--- config.mk ---
export PLATFORM = sky130hd
export DESIGN_NAME = dps_select
export DESIGN_NICKNAME = d
export VERILOG_FILES = /design/src/hw/dps_pkg.sv /design/src/hw/dps_line_if.sv /design/src/hw/dps_sampler.sv /design/src/hw/dps_select.sv
export VERILOG_INCLUDE_DIRS = /design/src /design/src/hw
export SDC_FILE = /design/constraint.sdc
export NUM_CORES = 1
export LEC_CHECK = 0
export BUFFER_PORTS_ARGS = -buffer_cell sky130_fd_sc_hd__buf_4
export CAP_MARGIN = 20
export CORE_UTILIZATION = 30
export CTS_CLUSTER_SIZE = 24
export DETAILED_ROUTE_END_ITERATION = 8
export PLACE_DENSITY = 0.44
export SETUP_SLACK_MARGIN = 0.05
export SYNTH_ARGS = -nofsm -noshare
export SYNTH_HDL_FRONTEND = slang
export SYNTH_SLANG_ARGS = --single-unit
--- constraint.sdc ---
create_clock -name i_sys_clk -period 4.2 [get_ports i_sys_clk]
set_clock_uncertainty 0.05 [all_clocks]
set_input_delay 1.26 -clock i_sys_clk [delete_from_list [all_inputs] [get_ports i_sys_clk]]
set_output_delay 1.26 -clock i_sys_clk [all_outputs]
set_load 0.02 [all_outputs]
--- src/hw/dps_consts.svh ---
// constants of the debug protocol select watcher
// assumes nothing; included by the package and the design modules
`ifndef DPS_CONSTS_SVH
`define DPS_CONSTS_SVH

// jtag-to-swd switch pattern, first bit received in bit 0
`define DPS_J2S_PAT 16'he79e
// swd-to-jtag switch pattern, first bit received in bit 0
`define DPS_S2J_PAT 16'he73c
// length of the compare window in line samples
`define DPS_WIN_LEN 16
// reset value of the compare window
`define DPS_WIN_RST 16'h0000
// reset value of the reset-condition history
`define DPS_HIST_RST 15'h0000

`endif

--- src/hw/dps_pkg.sv ---
// types shared by the debug protocol select watcher
// assumes dps_consts.svh is on the include path
`include "dps_consts.svh"

package dps_pkg;

	// protocol currently selected on the shared pins
	typedef enum logic [1:0] {
		DPS_JTAG,
		DPS_SWD,
		DPS_DORMANT
	} dps_mode_e;

	// state of the line sampler
	typedef struct packed {
		logic clk_meta; // first synchroniser stage, clock pin
		logic clk_sync; // second synchroniser stage, clock pin
		logic clk_prev; // last synced clock level
		logic dat_meta; // first synchroniser stage, mode/data pin
		logic dat_sync; // second synchroniser stage, mode/data pin
		logic strobe; // one cycle per debug clock rising edge
		logic [`DPS_WIN_LEN-1:0] window; // last 16 line samples
	} dps_smp_s;

	// state of the protocol selector
	typedef struct packed {
		dps_mode_e mode; // selected protocol
		logic armed; // pattern detection allowed
		logic alert_ok; // wake-up alert seen while dormant
		logic [`DPS_WIN_LEN-2:0] cond_hist; // reset condition per sample
		logic swd_reset_req; // one-cycle line-reset request
	} dps_sel_s;

endpackage

--- src/hw/dps_line_if.sv ---
// sample stream from the line sampler to the protocol selector
// assumes both ends run on the same system clock
`timescale 1ns/1ps
`include "dps_consts.svh"

interface dps_line_if;
	logic strobe; // pulse: a new line sample was shifted in
	logic [`DPS_WIN_LEN-1:0] window; // last samples, oldest in bit 0

	modport src (output strobe, output window);
	modport dst (input strobe, input window);
endinterface

--- src/hw/dps_sampler.sv ---
// line sampler: synchronises the debug clock and mode/data pins,
// finds debug clock rising edges and keeps a 16-sample window
// assumes the debug clock is slow against the system clock
`timescale 1ns/1ps
`include "dps_consts.svh"

module dps_sampler
	import dps_pkg::*;
(
	input wire logic i_sys_clk,
	input wire logic i_rst,
	input wire logic i_debug_clock_pin,
	input wire logic i_debug_mode_data_pin,
	dps_line_if.src line
);

	dps_smp_s st; // registered state
	dps_smp_s next_st; // next state

	// next state: sync, edge find, shift
	always_comb begin
		next_st = st;
		next_st.clk_meta = i_debug_clock_pin;
		next_st.clk_sync = st.clk_meta;
		next_st.clk_prev = st.clk_sync;
		next_st.dat_meta = i_debug_mode_data_pin;
		next_st.dat_sync = st.dat_meta;
		next_st.strobe = st.clk_sync & ~st.clk_prev;
		// one sample per rising edge, newest enters at the top
		if (st.clk_sync && !st.clk_prev) begin
			next_st.window = {st.dat_sync, st.window[`DPS_WIN_LEN-1:1]};
		end
	end

	// state register
	always_ff @(posedge i_sys_clk or posedge i_rst) begin
		if (i_rst) begin
			st <= '{1'b0, 1'b0, 1'b0, 1'b0, 1'b0, 1'b0, `DPS_WIN_RST};
		end else begin
			st <= next_st;
		end
	end

	assign line.strobe = st.strobe;
	assign line.window = st.window;
endmodule // dps_sampler

--- src/hw/dps_select.sv ---
// protocol select watcher of the dual protocol debug port
// assumes tap and two-wire logic report their reset states on
// i_sys_clk, and that wake-up alert and activation matchers
// deliver one-cycle pulses on i_sys_clk
//
// Summary of operation
// - jtag-to-swd needs tap reset at start
// - jtag-to-swd pattern 79e7 msb first
// - swd selection starts in line reset
// - pattern leaves the tap untouched
// - swd-to-jtag needs line reset at start
// - swd-to-jtag pattern 3ce7 msb first
// - dormant state is supported here
// - dormant ignores all but wake-up alert
// - activation code after alert picks protocol
// - dormant entry from jtag or swd
// - jtag activation keeps tap state
// - swd activation lands in line reset
// - two-wire-only port wakes up dormant
// - powerup reset selects jtag
// - after detection wait for reset condition
// - compare last 16 line samples
`timescale 1ns/1ps
`include "dps_consts.svh"

module dps_select
	import dps_pkg::*;
#(
	// set for a two-wire-only port: powerup then lands in dormant
	parameter bit SWD_ONLY = 1'b0
) (
	input wire logic i_sys_clk,
	input wire logic i_rst,
	input wire logic i_debug_clock_pin,
	input wire logic i_debug_mode_data_pin,
	input wire logic i_tap_in_tlr,
	input wire logic i_swd_line_reset,
	input wire logic i_enter_dormant,
	input wire logic i_alert_seen,
	input wire logic i_act_jtag,
	input wire logic i_act_swd,
	output logic o_jtag_sel,
	output logic o_swd_sel,
	output logic o_dormant,
	output logic o_swd_reset_req,
	output logic o_armed
);

	// powerup mode, fixed per build
	localparam dps_mode_e RST_MODE = SWD_ONLY ? DPS_DORMANT : DPS_JTAG;

	dps_line_if line (); // sample stream from the sampler
	dps_sel_s st; // registered state
	dps_sel_s next_st; // next state
	logic cond_now; // reset condition of selected protocol
	logic hit_j2s; // jtag-to-swd pattern accepted
	logic hit_s2j; // swd-to-jtag pattern accepted

	// pin synchronisers, edge finder and compare window
	dps_sampler u_sampler (
		.i_sys_clk(i_sys_clk),
		.i_rst(i_rst),
		.i_debug_clock_pin(i_debug_clock_pin),
		.i_debug_mode_data_pin(i_debug_mode_data_pin),
		.line(line)
	);

	// reset condition: tap reset for jtag, line reset for two-wire
	always_comb begin
		unique case (st.mode)
			DPS_JTAG: begin
				cond_now = i_tap_in_tlr;
			end
			DPS_SWD: begin
				cond_now = i_swd_line_reset;
			end
			DPS_DORMANT: begin
				cond_now = 1'b0;
			end
			// unused mode code: no reset condition
			default: begin
				cond_now = 1'b0;
			end
		endcase
	end

	// pattern matches; cond_hist[0] is the condition seen at the
	// strobe of the first pattern bit, fifteen strobes back
	always_comb begin
		hit_j2s = line.strobe && st.armed && (st.mode == DPS_JTAG) &&
			(line.window == `DPS_J2S_PAT) && st.cond_hist[0];
		hit_s2j = line.strobe && st.armed && (st.mode == DPS_SWD) &&
			(line.window == `DPS_S2J_PAT) && st.cond_hist[0];
	end

	// next state of the selector
	always_comb begin
		next_st = st;
		next_st.swd_reset_req = 1'b0;
		// record the reset condition once per line sample
		if (line.strobe) begin
			next_st.cond_hist = {cond_now, st.cond_hist[`DPS_WIN_LEN-2:1]};
		end
		unique case (st.mode)
			DPS_JTAG: begin
				if (i_enter_dormant) begin
					// leave to dormant, tap keeps its state
					next_st.mode = DPS_DORMANT;
					next_st.alert_ok = 1'b0;
				end else if (hit_j2s) begin
					// selection moves and a line reset is requested; no reset to tap
					next_st.mode = DPS_SWD;
					next_st.armed = 1'b0;
					next_st.swd_reset_req = 1'b1;
				end else if (line.strobe && cond_now) begin
					next_st.armed = 1'b1;
				end
			end
			DPS_SWD: begin
				if (i_enter_dormant) begin
					next_st.mode = DPS_DORMANT;
					next_st.alert_ok = 1'b0;
				end else if (hit_s2j) begin
					// tap enters reset on the probe's trailing highs
					next_st.mode = DPS_JTAG;
					next_st.armed = 1'b0;
				end else if (line.strobe && cond_now) begin
					next_st.armed = 1'b1;
				end
			end
			DPS_DORMANT: begin
				// nothing but the alert and then a code is heard
				next_st.armed = 1'b0;
				if (!st.alert_ok) begin
					next_st.alert_ok = i_alert_seen;
				end else if (i_act_jtag) begin
					// tap resumes in the state it was left in
					next_st.mode = DPS_JTAG;
					next_st.alert_ok = 1'b0;
				end else if (i_act_swd) begin
					next_st.mode = DPS_SWD;
					next_st.alert_ok = 1'b0;
					next_st.swd_reset_req = 1'b1;
				end
			end
		endcase
	end

	// state register; powerup lands in the build's reset mode
	always_ff @(posedge i_sys_clk or posedge i_rst) begin
		if (i_rst) begin
			st <= '{RST_MODE, 1'b0, 1'b0, `DPS_HIST_RST, 1'b0};
		end else begin
			st <= next_st;
		end
	end

	// outputs straight from the state register
	assign o_jtag_sel = (st.mode == DPS_JTAG);
	assign o_swd_sel = (st.mode == DPS_SWD);
	assign o_dormant = (st.mode == DPS_DORMANT);
	assign o_swd_reset_req = st.swd_reset_req;
	assign o_armed = st.armed;

	logic run_seen; // low in the first cycle after reset, high from the second on

	// marks the first cycle out of reset
	always_ff @(posedge i_sys_clk or posedge i_rst) begin
		if (i_rst) begin
			run_seen <= 1'b0;
		end else begin
			run_seen <= 1'b1;
		end
	end
endmodule // dps_select

==> results.py, run 1 <==
metrics = {
    "run_status": {
        "status": "finished clean",
    },
    "floorplan": {
        "ioPinCount": 15,
        "die_x_um": 78.0,
        "start_util": 0.313,
        "core_um2": 5540,
        "die-area_um2": 6090,
        "row_count": 27,
        "dieHeight_um": 78.0,
    },
    "drt": {
        "vias": 973,
        "vias_per_cell": 4.61,
        "wl_per_cell_um": 13.3,
        "firstDrtPassIters": 4,
        "postRouteAntennaNets": 0,
        "drtIter0Drc": 13,
        "wl_um": 2800,
        "route.detailed.drc": 0,
    },
    "pwr": {
        "irDropWorstVdd_v": 0.000195,
        "seqPwrFrac": 0.494,
        "p_sw_w": 0.000387,
        "combinationalPowerShare": 0.271,
        "p_int_w": 0.000932,
        "power.share.switching": 0.293,
        "clockPowerShare": 0.235,
        "power.density_nw_per_um2": 651,
        "p_leak_nw": 0.884,
    },
    "worst_setup_path": {
        "cp-start-kind": "register",
        "cp.arrival_ns": 1.21,
        "path_max_fanout": 4,
        "cp.buffers_inverters": 2,
        "r2r_cells": 5,
        "cpMaxStageDelayCell": "dfrtp_1",
        "crit_chain": "inv_1, ha_1, buf_4",
        "cp.depth": 3,
        "critPathKind": "reg2out",
        "slowest_delay_ns": 0.39,
        "required_ns": 2.89,
        "reg2reg_to": "st[19]",
        "rrSetupSlack_ns": 2.42,
        "r2r_start": "u_sampler.line.strobe",
        "endpoint_kind": "primary output",
        "crit_family": "flip-flops",
    },
    "worst_hold_path": {
        "hold_class": "reg2reg",
        "hold_start": "u_sampler.next_st[17]",
        "whs_endpoint": "u_sampler.st[17]",
        "worstHoldPathCells": 0,
    },
    "place": {
        "gp_congestion": 0.775,
        "place_hpwl_um": 2000,
        "io_buffers": 14,
    },
    "clock_network": {
        "htree_levels": 2,
        "clockRootBuffer": "clkbuf_8",
        "numCtsBuffers": 5,
        "cts_tree": "done",
        "path_clk_slew_ns": 0.08,
        "post_cts_resized": 0,
        "insertion_delay_ns": 0.29,
        "cts.sinks": 42,
        "holdBufCountCts": 0,
        "clock_tree.buffer_depth": 2,
        "cts_setup_buffers": 0,
    },
    "synth": {
        "synth-seq-cells": 42,
        "syn_inst": 119,
        "yosys_warnings": 0,
        "avgSynthCellArea_um2": 14.6,
        "yosysSeqAreaShare": 0.606,
        "synthDistinctLibCells": 29,
        "syn-cell-area_um2": 1730,
        "synth_fp_nets": 132,
    },
    "timing": {
        "hold_violations": 0,
        "slew_headroom": 0.456,
        "slew_viol_final": 0,
        "min_period_ns": 2.52,
        "setup_tns_ns": 0,
        "setup_viol": 0,
        "clock.fmax_mhz": 396,
        "fin_crit_sh": 0.601,
        "tightest_slew_ns": 0.816,
        "rsz0062_at_grt": "no",
    },
    "global_route": {
        "grt_pass1_vias": 1084,
        "grt_max_degree": 23,
        "grt_usage": 0.108,
        "grt-ovfl-total": 0,
        "antenna_found_initial": 0,
        "grt_pass1_wl_um": 4960,
    },
    "cells_and_area": {
        "layout-drive-gt1-share": 0.403,
        "diodes": 0,
        "area_growth_pct": 16.7,
        "nNetsFinal": 151,
        "utilization": 0.365,
    },
    "run": {
        "maxCapViolCount": 0,
    },
}
layer usage:
layer / GRT usage / share of wire / up-vias
met5: 0 / 0 / -
met4: 0.0500 / 0.018 / 0
met3: 0.0384 / 0.043 / 6
met2: 0.182 / 0.47 / 18
met1: 0.122 / 0.47 / 484
li1: - / - / 465
power groups by stage:
stage | clock network (W) | registers, W | logic, W
final | 0.000310 | 0.000651 | 0.000357
after global routing | 0.000338 | 0.000676 | 0.000394
after CTS | 0.000323 | 0.000655 | 0.000362
after detailed placement | 0 | 0.000664 | 0.000360
after global placement | 0 | 0.000657 | 0.000354
after floorplan | 0 | 0.000627 | 0.000286
metrics by stage:
| step | hold slack (ns) | total power (W) | setup WS [ns] | area [um2] | instances |
|---|---|---|---|---|---|
| floorplan | 0.281 | 0.000913 | 1.92 | 1730 | 119 |
| global placement | 0.286 | 0.00101 | 1.85 | 1920 | 203 |
| detailed placement | 0.288 | 0.00102 | 1.82 | 1920 | 203 |
| CTS | 0.307 | 0.00134 | 1.66 | 2020 | 211 |
| global route | 0.319 | 0.00141 | 1.60 | 2020 | 211 |
| finish | 0.304 | 0.00132 | 1.68 | 2020 | 211 |
layout make-up:
| cell class | count | area, um2 |
|---|---|---|
| Clock buffer | 7 | 76.3 |
| Clock inverter | 1 | 30.0 |
| Fill cell | 554 | 3520 |
| Inverter | 3 | 11.3 |
| Multi-Input combinational cell | 70 | 646 |
| Sequential cell | 42 | 1050 |
| Tap cell | 72 | 90.1 |
| Timing Repair Buffer | 16 | 120 |
cell families (layout without fill, tap and decap cells):
| group | Yosys count | count (layout) | synth area share |
|---|---|---|---|
| AOI/OAI and AO/OA | 12 | 12 | 0.0512 |
| muxes | 31 | 31 | 0.201 |
| DFF | 42 | 42 | 0.606 |
| buffers and inverters | 7 | 27 | 0.0216 |
| and+or+nand+nor | 24 | 24 | 0.0989 |
| adders and majority gates | 3 | 3 | 0.0216 |
synth_stat cells:
library cell	n	area [um2]
o21ba_2	1	10.0
or2_1	1	6.26
mux2_2	30	338
nand4_4	1	21.3
nand3_1	2	10.0
mux2i_1	1	10.0
and3_1	1	6.26
a21oi_1	3	15.0
a31oi_1	1	6.26
a22oi_1	1	7.51
inv_1	3	11.3
nor2b_1	4	25.0
o21ai_0	3	15.0
buf_2	3	15.0
o2bb2ai_2	1	15.0
and4_1	1	8.76
nor2_1	3	11.3
nor3b_1	1	7.51
and4b_1	1	10.0
nor2_4	1	11.3
a32o_1	2	20.0
buf_6	1	11.3
nand4b_1	2	17.5
ha_1	3	37.5
dfrtp_1	42	1050
nand2b_1	1	6.26
nand3b_1	1	7.51
nand2_1	3	11.3
nand4bb_1	1	11.3
registers in the layout, indices dropped and copies added, names as in the netlist:
register / flops
st: 18
u_sampler.line.window: 16
u_sampler.next_st: 3
u_sampler.st: 2
o_armed: 1
o_swd_reset_req: 1
u_sampler.line.strobe: 1
worst max-delay path by stage:
stage          startpoint    endpoint  slack (ns)
2_1_floorplan       i_rst     o_armed        1.92
3_3_place_gp   i_act_jtag      st[18]        1.85
3_5_place_dp        i_rst       st[6]        1.82
4_1_cts            st[18]  o_jtag_sel        1.66
5_1_grt            st[19]   o_swd_sel        1.60
6_report           st[18]  o_jtag_sel        1.68
cells in the final DEF (no fill, tap or decap), types with 3 or more instances in the layout:
cell      synthesis  layout
a21oi_1           3       3
buf_4             0      16
clkbuf_8          0       5
dfrtp_1          42      42
ha_1              3       3
inv_1             3       3
mux2_2           30      30
nand2_1           3       3
nor2_1            3       3
nor2b_1           4       4
o21ai_0           3       3
Power figures use the tool's default switching activity.
==> inputs of run 2 (changes only) <==
--- a/config.mk
+++ b/config.mk
@@ -11,7 +11,7 @@
 export CORE_UTILIZATION = 30
 export CTS_CLUSTER_SIZE = 24
 export DETAILED_ROUTE_END_ITERATION = 8
-export PLACE_DENSITY = 0.44
+export PLACE_DENSITY = 0.45
 export SETUP_SLACK_MARGIN = 0.05
 export SYNTH_ARGS = -nofsm -noshare
 export SYNTH_HDL_FRONTEND = slang
==> constraint.sdc (replaced) <==
create_clock -name i_sys_clk -period 2.3 [get_ports i_sys_clk]
set_clock_uncertainty 0.05 [all_clocks]
set_input_delay 0.69 -clock i_sys_clk [delete_from_list [all_inputs] [get_ports i_sys_clk]]
set_output_delay 0.69 -clock i_sys_clk [all_outputs]
set_load 0.02 [all_outputs]
==> run 2 against run 1 <==
Net effect:
- worst hold slack lost 0.0018 ns
- sequential power up 83%
- via count increased by 1.8%
==> results.py, run 2 (synthesis results as in run 1) <==
metrics = {
    "global_route": {
        "grt-ovfl-total": 0,
        "use_met1": 0.118,
        "antenna_found_initial": 0,
        "grt_usage": 0.104,
        "grt_pass1_vias": 1063,
        "grt-busiest-layer": "met2",
        "met2_usage": 0.162,
        "use_met3": 0.0442,
        "grt_pass1_wl_um": 4750,
        "grt_max_degree": 43,
    },
    "clock_network": {
        "holdBufCountCts": 0,
        "numCtsBuffers": 5,
        "path_clk_slew_ns": 0.08,
        "clock_tree.buffer_depth": 2,
        "cts_setup_buffers": 0,
        "post_cts_resized": 0,
        "insertion_delay_ns": 0.29,
        "cts.sinks": 42,
        "clockRootBuffer": "clkbuf_8",
        "cts_tree": "done",
        "htree_levels": 2,
    },
    "worst_setup_path": {
        "slowest_delay_ns": 0.41,
        "cpMaxStageDelayCell": "dfrtp_1",
        "cp.arrival_ns": 1.22,
        "path_max_fanout": 5,
        "crit_chain": "inv_1, ha_1, buf_4",
        "cp-start-kind": "register",
        "critPathKind": "reg2out",
        "required_ns": 1.56,
        "endpoint_kind": "primary output",
    },
    "run_status": {
        "status": "finished clean",
    },
    "drt": {
        "route.detailed.drc": 0,
        "wl_um": 2690,
        "wl_per_cell_um": 12.7,
        "postRouteAntennaNets": 0,
        "vias_per_cell": 4.67,
        "firstDrtPassIters": 4,
        "vias": 991,
        "drtIter0Drc": 36,
    },
    "worst_hold_path": {
        "hold_class": "reg2reg",
    },
    "cells_and_area": {
        "diodes": 0,
        "fillers": 558,
        "layout-drive-gt1-share": 0.407,
        "layout_common_cells": "42 x dfrtp_1, 30 x mux2_2, 17 x buf_4, 5 x clkbuf_8, 4 x nor2b_1",
        "nNetsFinal": 152,
        "utilization": 0.367,
        "area_growth_pct": 17.2,
        "final_common_cell": "dfrtp_1",
        "stdcell_count": 212,
        "largest_register_ffs": 18,
        "regMostFlops": "st",
    },
    "timing": {
        "setup_viol": 0,
        "slew_headroom": 0.655,
        "fin_crit_sh": 0.853,
        "setup_tns_ns": 0,
        "setup_ws_ns": 0.338,
        "min_period_ns": 1.96,
        "tightest_slew_ns": 0.518,
        "hold_violations": 0,
        "whs_ns": 0.302,
        "slew_viol_final": 0,
        "rsz0062_at_grt": "no",
        "clock.fmax_mhz": 510,
    },
    "floorplan": {
        "start_util": 0.313,
        "dieHeight_um": 78.0,
        "die-area_um2": 6090,
        "core_um2": 5540,
        "row_count": 27,
        "ioPinCount": 15,
        "die_x_um": 78.0,
    },
    "place": {
        "pre_cts_ws_ns": 0.480,
        "place_hpwl_um": 1860,
        "io_buffers": 14,
        "gp_congestion": 0.792,
        "dp.cells": 204,
    },
    "run": {
        "maxCapViolCount": 0,
    },
    "pwr": {
        "p_leak_nw": 0.889,
        "power.density_nw_per_um2": 1180,
        "irDropWorstVdd_v": 0.000357,
    },
}
==> run 2: cell count changes in the layout (fill, tap and decap cells not counted), sizes merged <==
cell  previous run  this run
buf             16        17
==> run 2: critical path: cells and delay by family, from the launching register on <==
family / cells / cell delay (ns)
flip-flops: 1 / 0.41
buffers and inverters: 2 / 0.27
adder cells (fa/ha/maj): 1 / 0.24
==> run 2: area by class of cell <==
type,instances,area (um2),area share
multi-input cells,70,646,0.318
repair buffers,17,128,0.0628
clock inverters,1,30.0,0.0148
clock buffers,7,76.3,0.0376
well taps,72,90.1,0.0443
inverters,3,11.3,0.00554
flip-flops and latches,42,1050,0.517
==> run 2: worst paths after layout <==
kind | slack (ns) | start | cells past startpoint | end
setup / recovery | 0.34 | st[19] | 3 | o_swd_sel
max in group asynchronous | 1.37 | i_rst | 3 | u_sampler.line.window[15]
min in group asynchronous | 0.47 | i_rst | 3 | st[10]
setup reg to reg | 0.66 | st[19] | 6 | st[19]
hold / removal | 0.30 | u_sampler.next_st[20] | 0 | u_sampler.next_st[19]
hold reg to reg | 0.30 | u_sampler.next_st[20] | 0 | u_sampler.next_st[19]
==> run 2: power breakdown <==
group / total (W) / switching (W) / internal (W)
combinational: 0.000658 / 0.000291 / 0.000367
sequential: 0.00119 / 0.000176 / 0.00101
clock: 0.000560 / 0.000235 / 0.000325
total: 0.00241 / 0.000702 / 0.00170
==> run 2: metrics by stage <==
step	instance area (um2)	power [W]
2_1_floorplan	1730	0.00167
3_3_place_gp	1930	0.00183
3_5_place_dp	1930	0.00187
4_1_cts	2030	0.00244
5_1_grt	2030	0.00256
6_report	2030	0.00241
==> run 2: layer usage <==
metal | share of wire | up-vias
met5 | 0 | -
met4 | 0.024 | 0
met3 | 0.053 | 6
met2 | 0.46 | 21
met1 | 0.46 | 496
li1 | - | 468
==> inputs of run 3 (changes only) <==
--- a/config.mk
+++ b/config.mk
@@ -8,6 +8,7 @@
 export LEC_CHECK = 0
 export BUFFER_PORTS_ARGS = -buffer_cell sky130_fd_sc_hd__buf_4
 export CAP_MARGIN = 20
+export CORE_ASPECT_RATIO = 0.8
 export CORE_UTILIZATION = 30
 export CTS_CLUSTER_SIZE = 24
 export DETAILED_ROUTE_END_ITERATION = 8
==> constraint.sdc (replaced) <==
create_clock -name i_sys_clk -period 1.7 [get_ports i_sys_clk]
set_clock_uncertainty 0.05 [all_clocks]
set_input_delay 0.51 -clock i_sys_clk [delete_from_list [all_inputs] [get_ports i_sys_clk]]
set_output_delay 0.51 -clock i_sys_clk [all_outputs]
set_load 0.02 [all_outputs]
==> run 3 against run 2 <==
Net effect:
- final cell count up 5.2%
- worst setup slack worse by 0.33 ns
- die area barely moved
- first-iteration DRC count up 140%
- critical endpoint unchanged
==> results.py, run 3 (synthesis results as in run 1) <==
metrics = {
    "global_route": {
        "grt_max_degree": 43,
        "grt_pass1_wl_um": 5430,
        "use_met3": 0.0437,
        "grt_pass1_vias": 1114,
        "grt_usage": 0.117,
        "use_met1": 0.151,
        "grt-ovfl-total": 0,
        "antenna_found_initial": 0,
        "grt-busiest-layer": "met2",
        "met2_usage": 0.171,
    },
    "pwr": {
        "p_int_w": 0.00248,
        "p_sw_w": 0.00107,
        "power_w": 0.00354,
        "seqPwrFrac": 0.461,
        "power.share.switching": 0.302,
        "irDropWorstVdd_v": 0.000627,
        "clockPowerShare": 0.214,
        "combinationalPowerShare": 0.324,
        "p_leak_nw": 0.931,
        "power.density_nw_per_um2": 1640,
    },
    "worst_setup_path": {
        "crit_family": "flip-flops",
        "r2r_cells": 7,
        "cp-start-kind": "register",
        "critPathKind": "reg2out",
        "cp.buffers_inverters": 2,
        "crit_chain": "buf_4, ha_4, buf_6",
        "rrSetupSlack_ns": 0.14,
        "cp.arrival_ns": 1.14,
        "r2r_start": "st[19]",
        "required_ns": 1.14,
        "cpMaxStageDelayCell": "dfrtp_1",
        "path_max_fanout": 2,
        "endpoint_kind": "primary output",
        "slowest_delay_ns": 0.40,
        "reg2reg_to": "st[18]",
    },
    "timing": {
        "fin_crit_sh": 0.997,
        "slew_viol_final": 0,
        "rsz0062_at_grt": "yes",
        "clock.fmax_mhz": 590,
        "slew_headroom": 0.785,
        "setup_ws_ns": 0.00475,
        "setup_viol": 0,
        "min_period_ns": 1.70,
        "tightest_slew_ns": 0.319,
        "hold_violations": 0,
    },
    "place": {
        "dp.cells": 210,
        "gp_congestion": 0.738,
        "pre_cts_ws_ns": -0.00697,
        "place_hpwl_um": 1970,
        "io_buffers": 14,
    },
    "drt": {
        "firstDrtPassIters": 4,
        "postRouteAntennaNets": 0,
        "route.detailed.drc": 0,
        "wl_per_cell_um": 13.7,
        "vias": 1002,
        "drtIter0Drc": 85,
        "wl_um": 3070,
        "vias_per_cell": 4.49,
    },
    "floorplan": {
        "core_um2": 5500,
        "die_x_um": 87.0,
        "dieHeight_um": 70,
        "start_util": 0.316,
        "row_count": 24,
        "ioPinCount": 15,
        "die-area_um2": 6090,
    },
    "cells_and_area": {
        "nNetsFinal": 157,
        "stdcell_count": 223,
        "regMostFlops": "st",
        "layout_common_cells": "41 x dfrtp_1, 30 x mux2_2, 18 x buf_4, 5 x clkbuf_8",
        "diodes": 0,
        "final_common_cell": "dfrtp_1",
        "layout-drive-gt1-share": 0.497,
        "largest_register_ffs": 18,
        "area_growth_pct": 24.3,
    },
    "clock_network": {
        "clock_tree.buffer_depth": 2,
        "holdBufCountCts": 0,
        "cts.sinks": 42,
        "htree_levels": 2,
        "numCtsBuffers": 5,
        "path_clk_slew_ns": 0.08,
        "clockRootBuffer": "clkbuf_8",
        "insertion_delay_ns": 0.29,
        "cts_tree": "done",
    },
    "worst_hold_path": {
        "hold_class": "in2async",
    },
    "run": {
        "maxCapViolCount": 0,
    },
    "run_status": {
        "status": "finished clean",
    },
}
run 3: changes by cell type in the layout (fill, tap and decap cells not counted), moves of 2 or more:
cell,before,now
ha_4,0,3
ha_1,3,0
buf_6,0,3
inv_1,3,1
clkbuf_1,2,0
clkinv_2,0,2
run 3: final cells by class:
class | count | area (um2)
Timing Repair Buffer | 22 | 189
Fill cell | 515 | 3340
Sequential cell | 42 | 1050
Inverter | 3 | 13.8
Tap cell | 78 | 97.6
Clock buffer | 5 | 68.8
Multi-Input combinational cell | 70 | 694
Clock inverter | 3 | 40.0
run 3: how the worst max path moves through the flow:
| stage | cells after the start | slack (ns) | startpoint | end |
|---|---|---|---|---|
| 2_1_floorplan | 6 | 0.09 | st[19] | st[19] |
| 4_1_cts | 3 | 0.002 | st[19] | o_jtag_sel |
| 3_5_place_dp | 6 | -0.007 | i_act_jtag | st[18] |
| 3_3_place_gp | 6 | 0.11 | i_act_jtag | st[18] |
| 6_report | 3 | 0.005 | st[18] | o_swd_sel |
| 5_1_grt | 3 | -0.04 | st[18] | o_swd_sel |
run 3: worst min-delay path: cells and delay by family:
family | cells | cell delay (ns)
buffers and inverters | 3 | 0.43
run 3: stage by stage:
step	area [um2]	hold WS (ns)	utilization	setup TNS [ns]
2_1_floorplan	1730	0.281	-	0
4_1_cts	2130	0.230	0.388	0
3_3_place_gp	1950	0.287	0.354	0
5_1_grt	2160	0.234	0.392	-0.0709
6_report	2160	0.230	0.392	0
3_5_place_dp	1950	0.285	0.354	-0.00697
run 3: routing by layer:
| metal | vias up | wire length [um] |
|---|---|---|
| li1 | 479 | - |
| met1 | 501 | 1480 |
| met2 | 14 | 1420 |
| met3 | 8 | 101 |
| met4 | 0 | 60 |
| met5 | - | 0 |
run 3: repair_timing:
item,4_1_cts,5_1_grt
resized for setup,11,5
endpoints found under the setup margin,4,6
buffers inserted,4,1
pin swaps,3,4
run 3: power by group through the flow:
stage	clock network, W	registers, W	logic, W
2_1_floorplan	0	0.00155	0.000706
3_3_place_gp	0	0.00162	0.000870
3_5_place_dp	0	0.00163	0.000906
4_1_cts	0.000788	0.00163	0.00109
5_1_grt	0.000845	0.00169	0.00124
6_report	0.000760	0.00164	0.00115
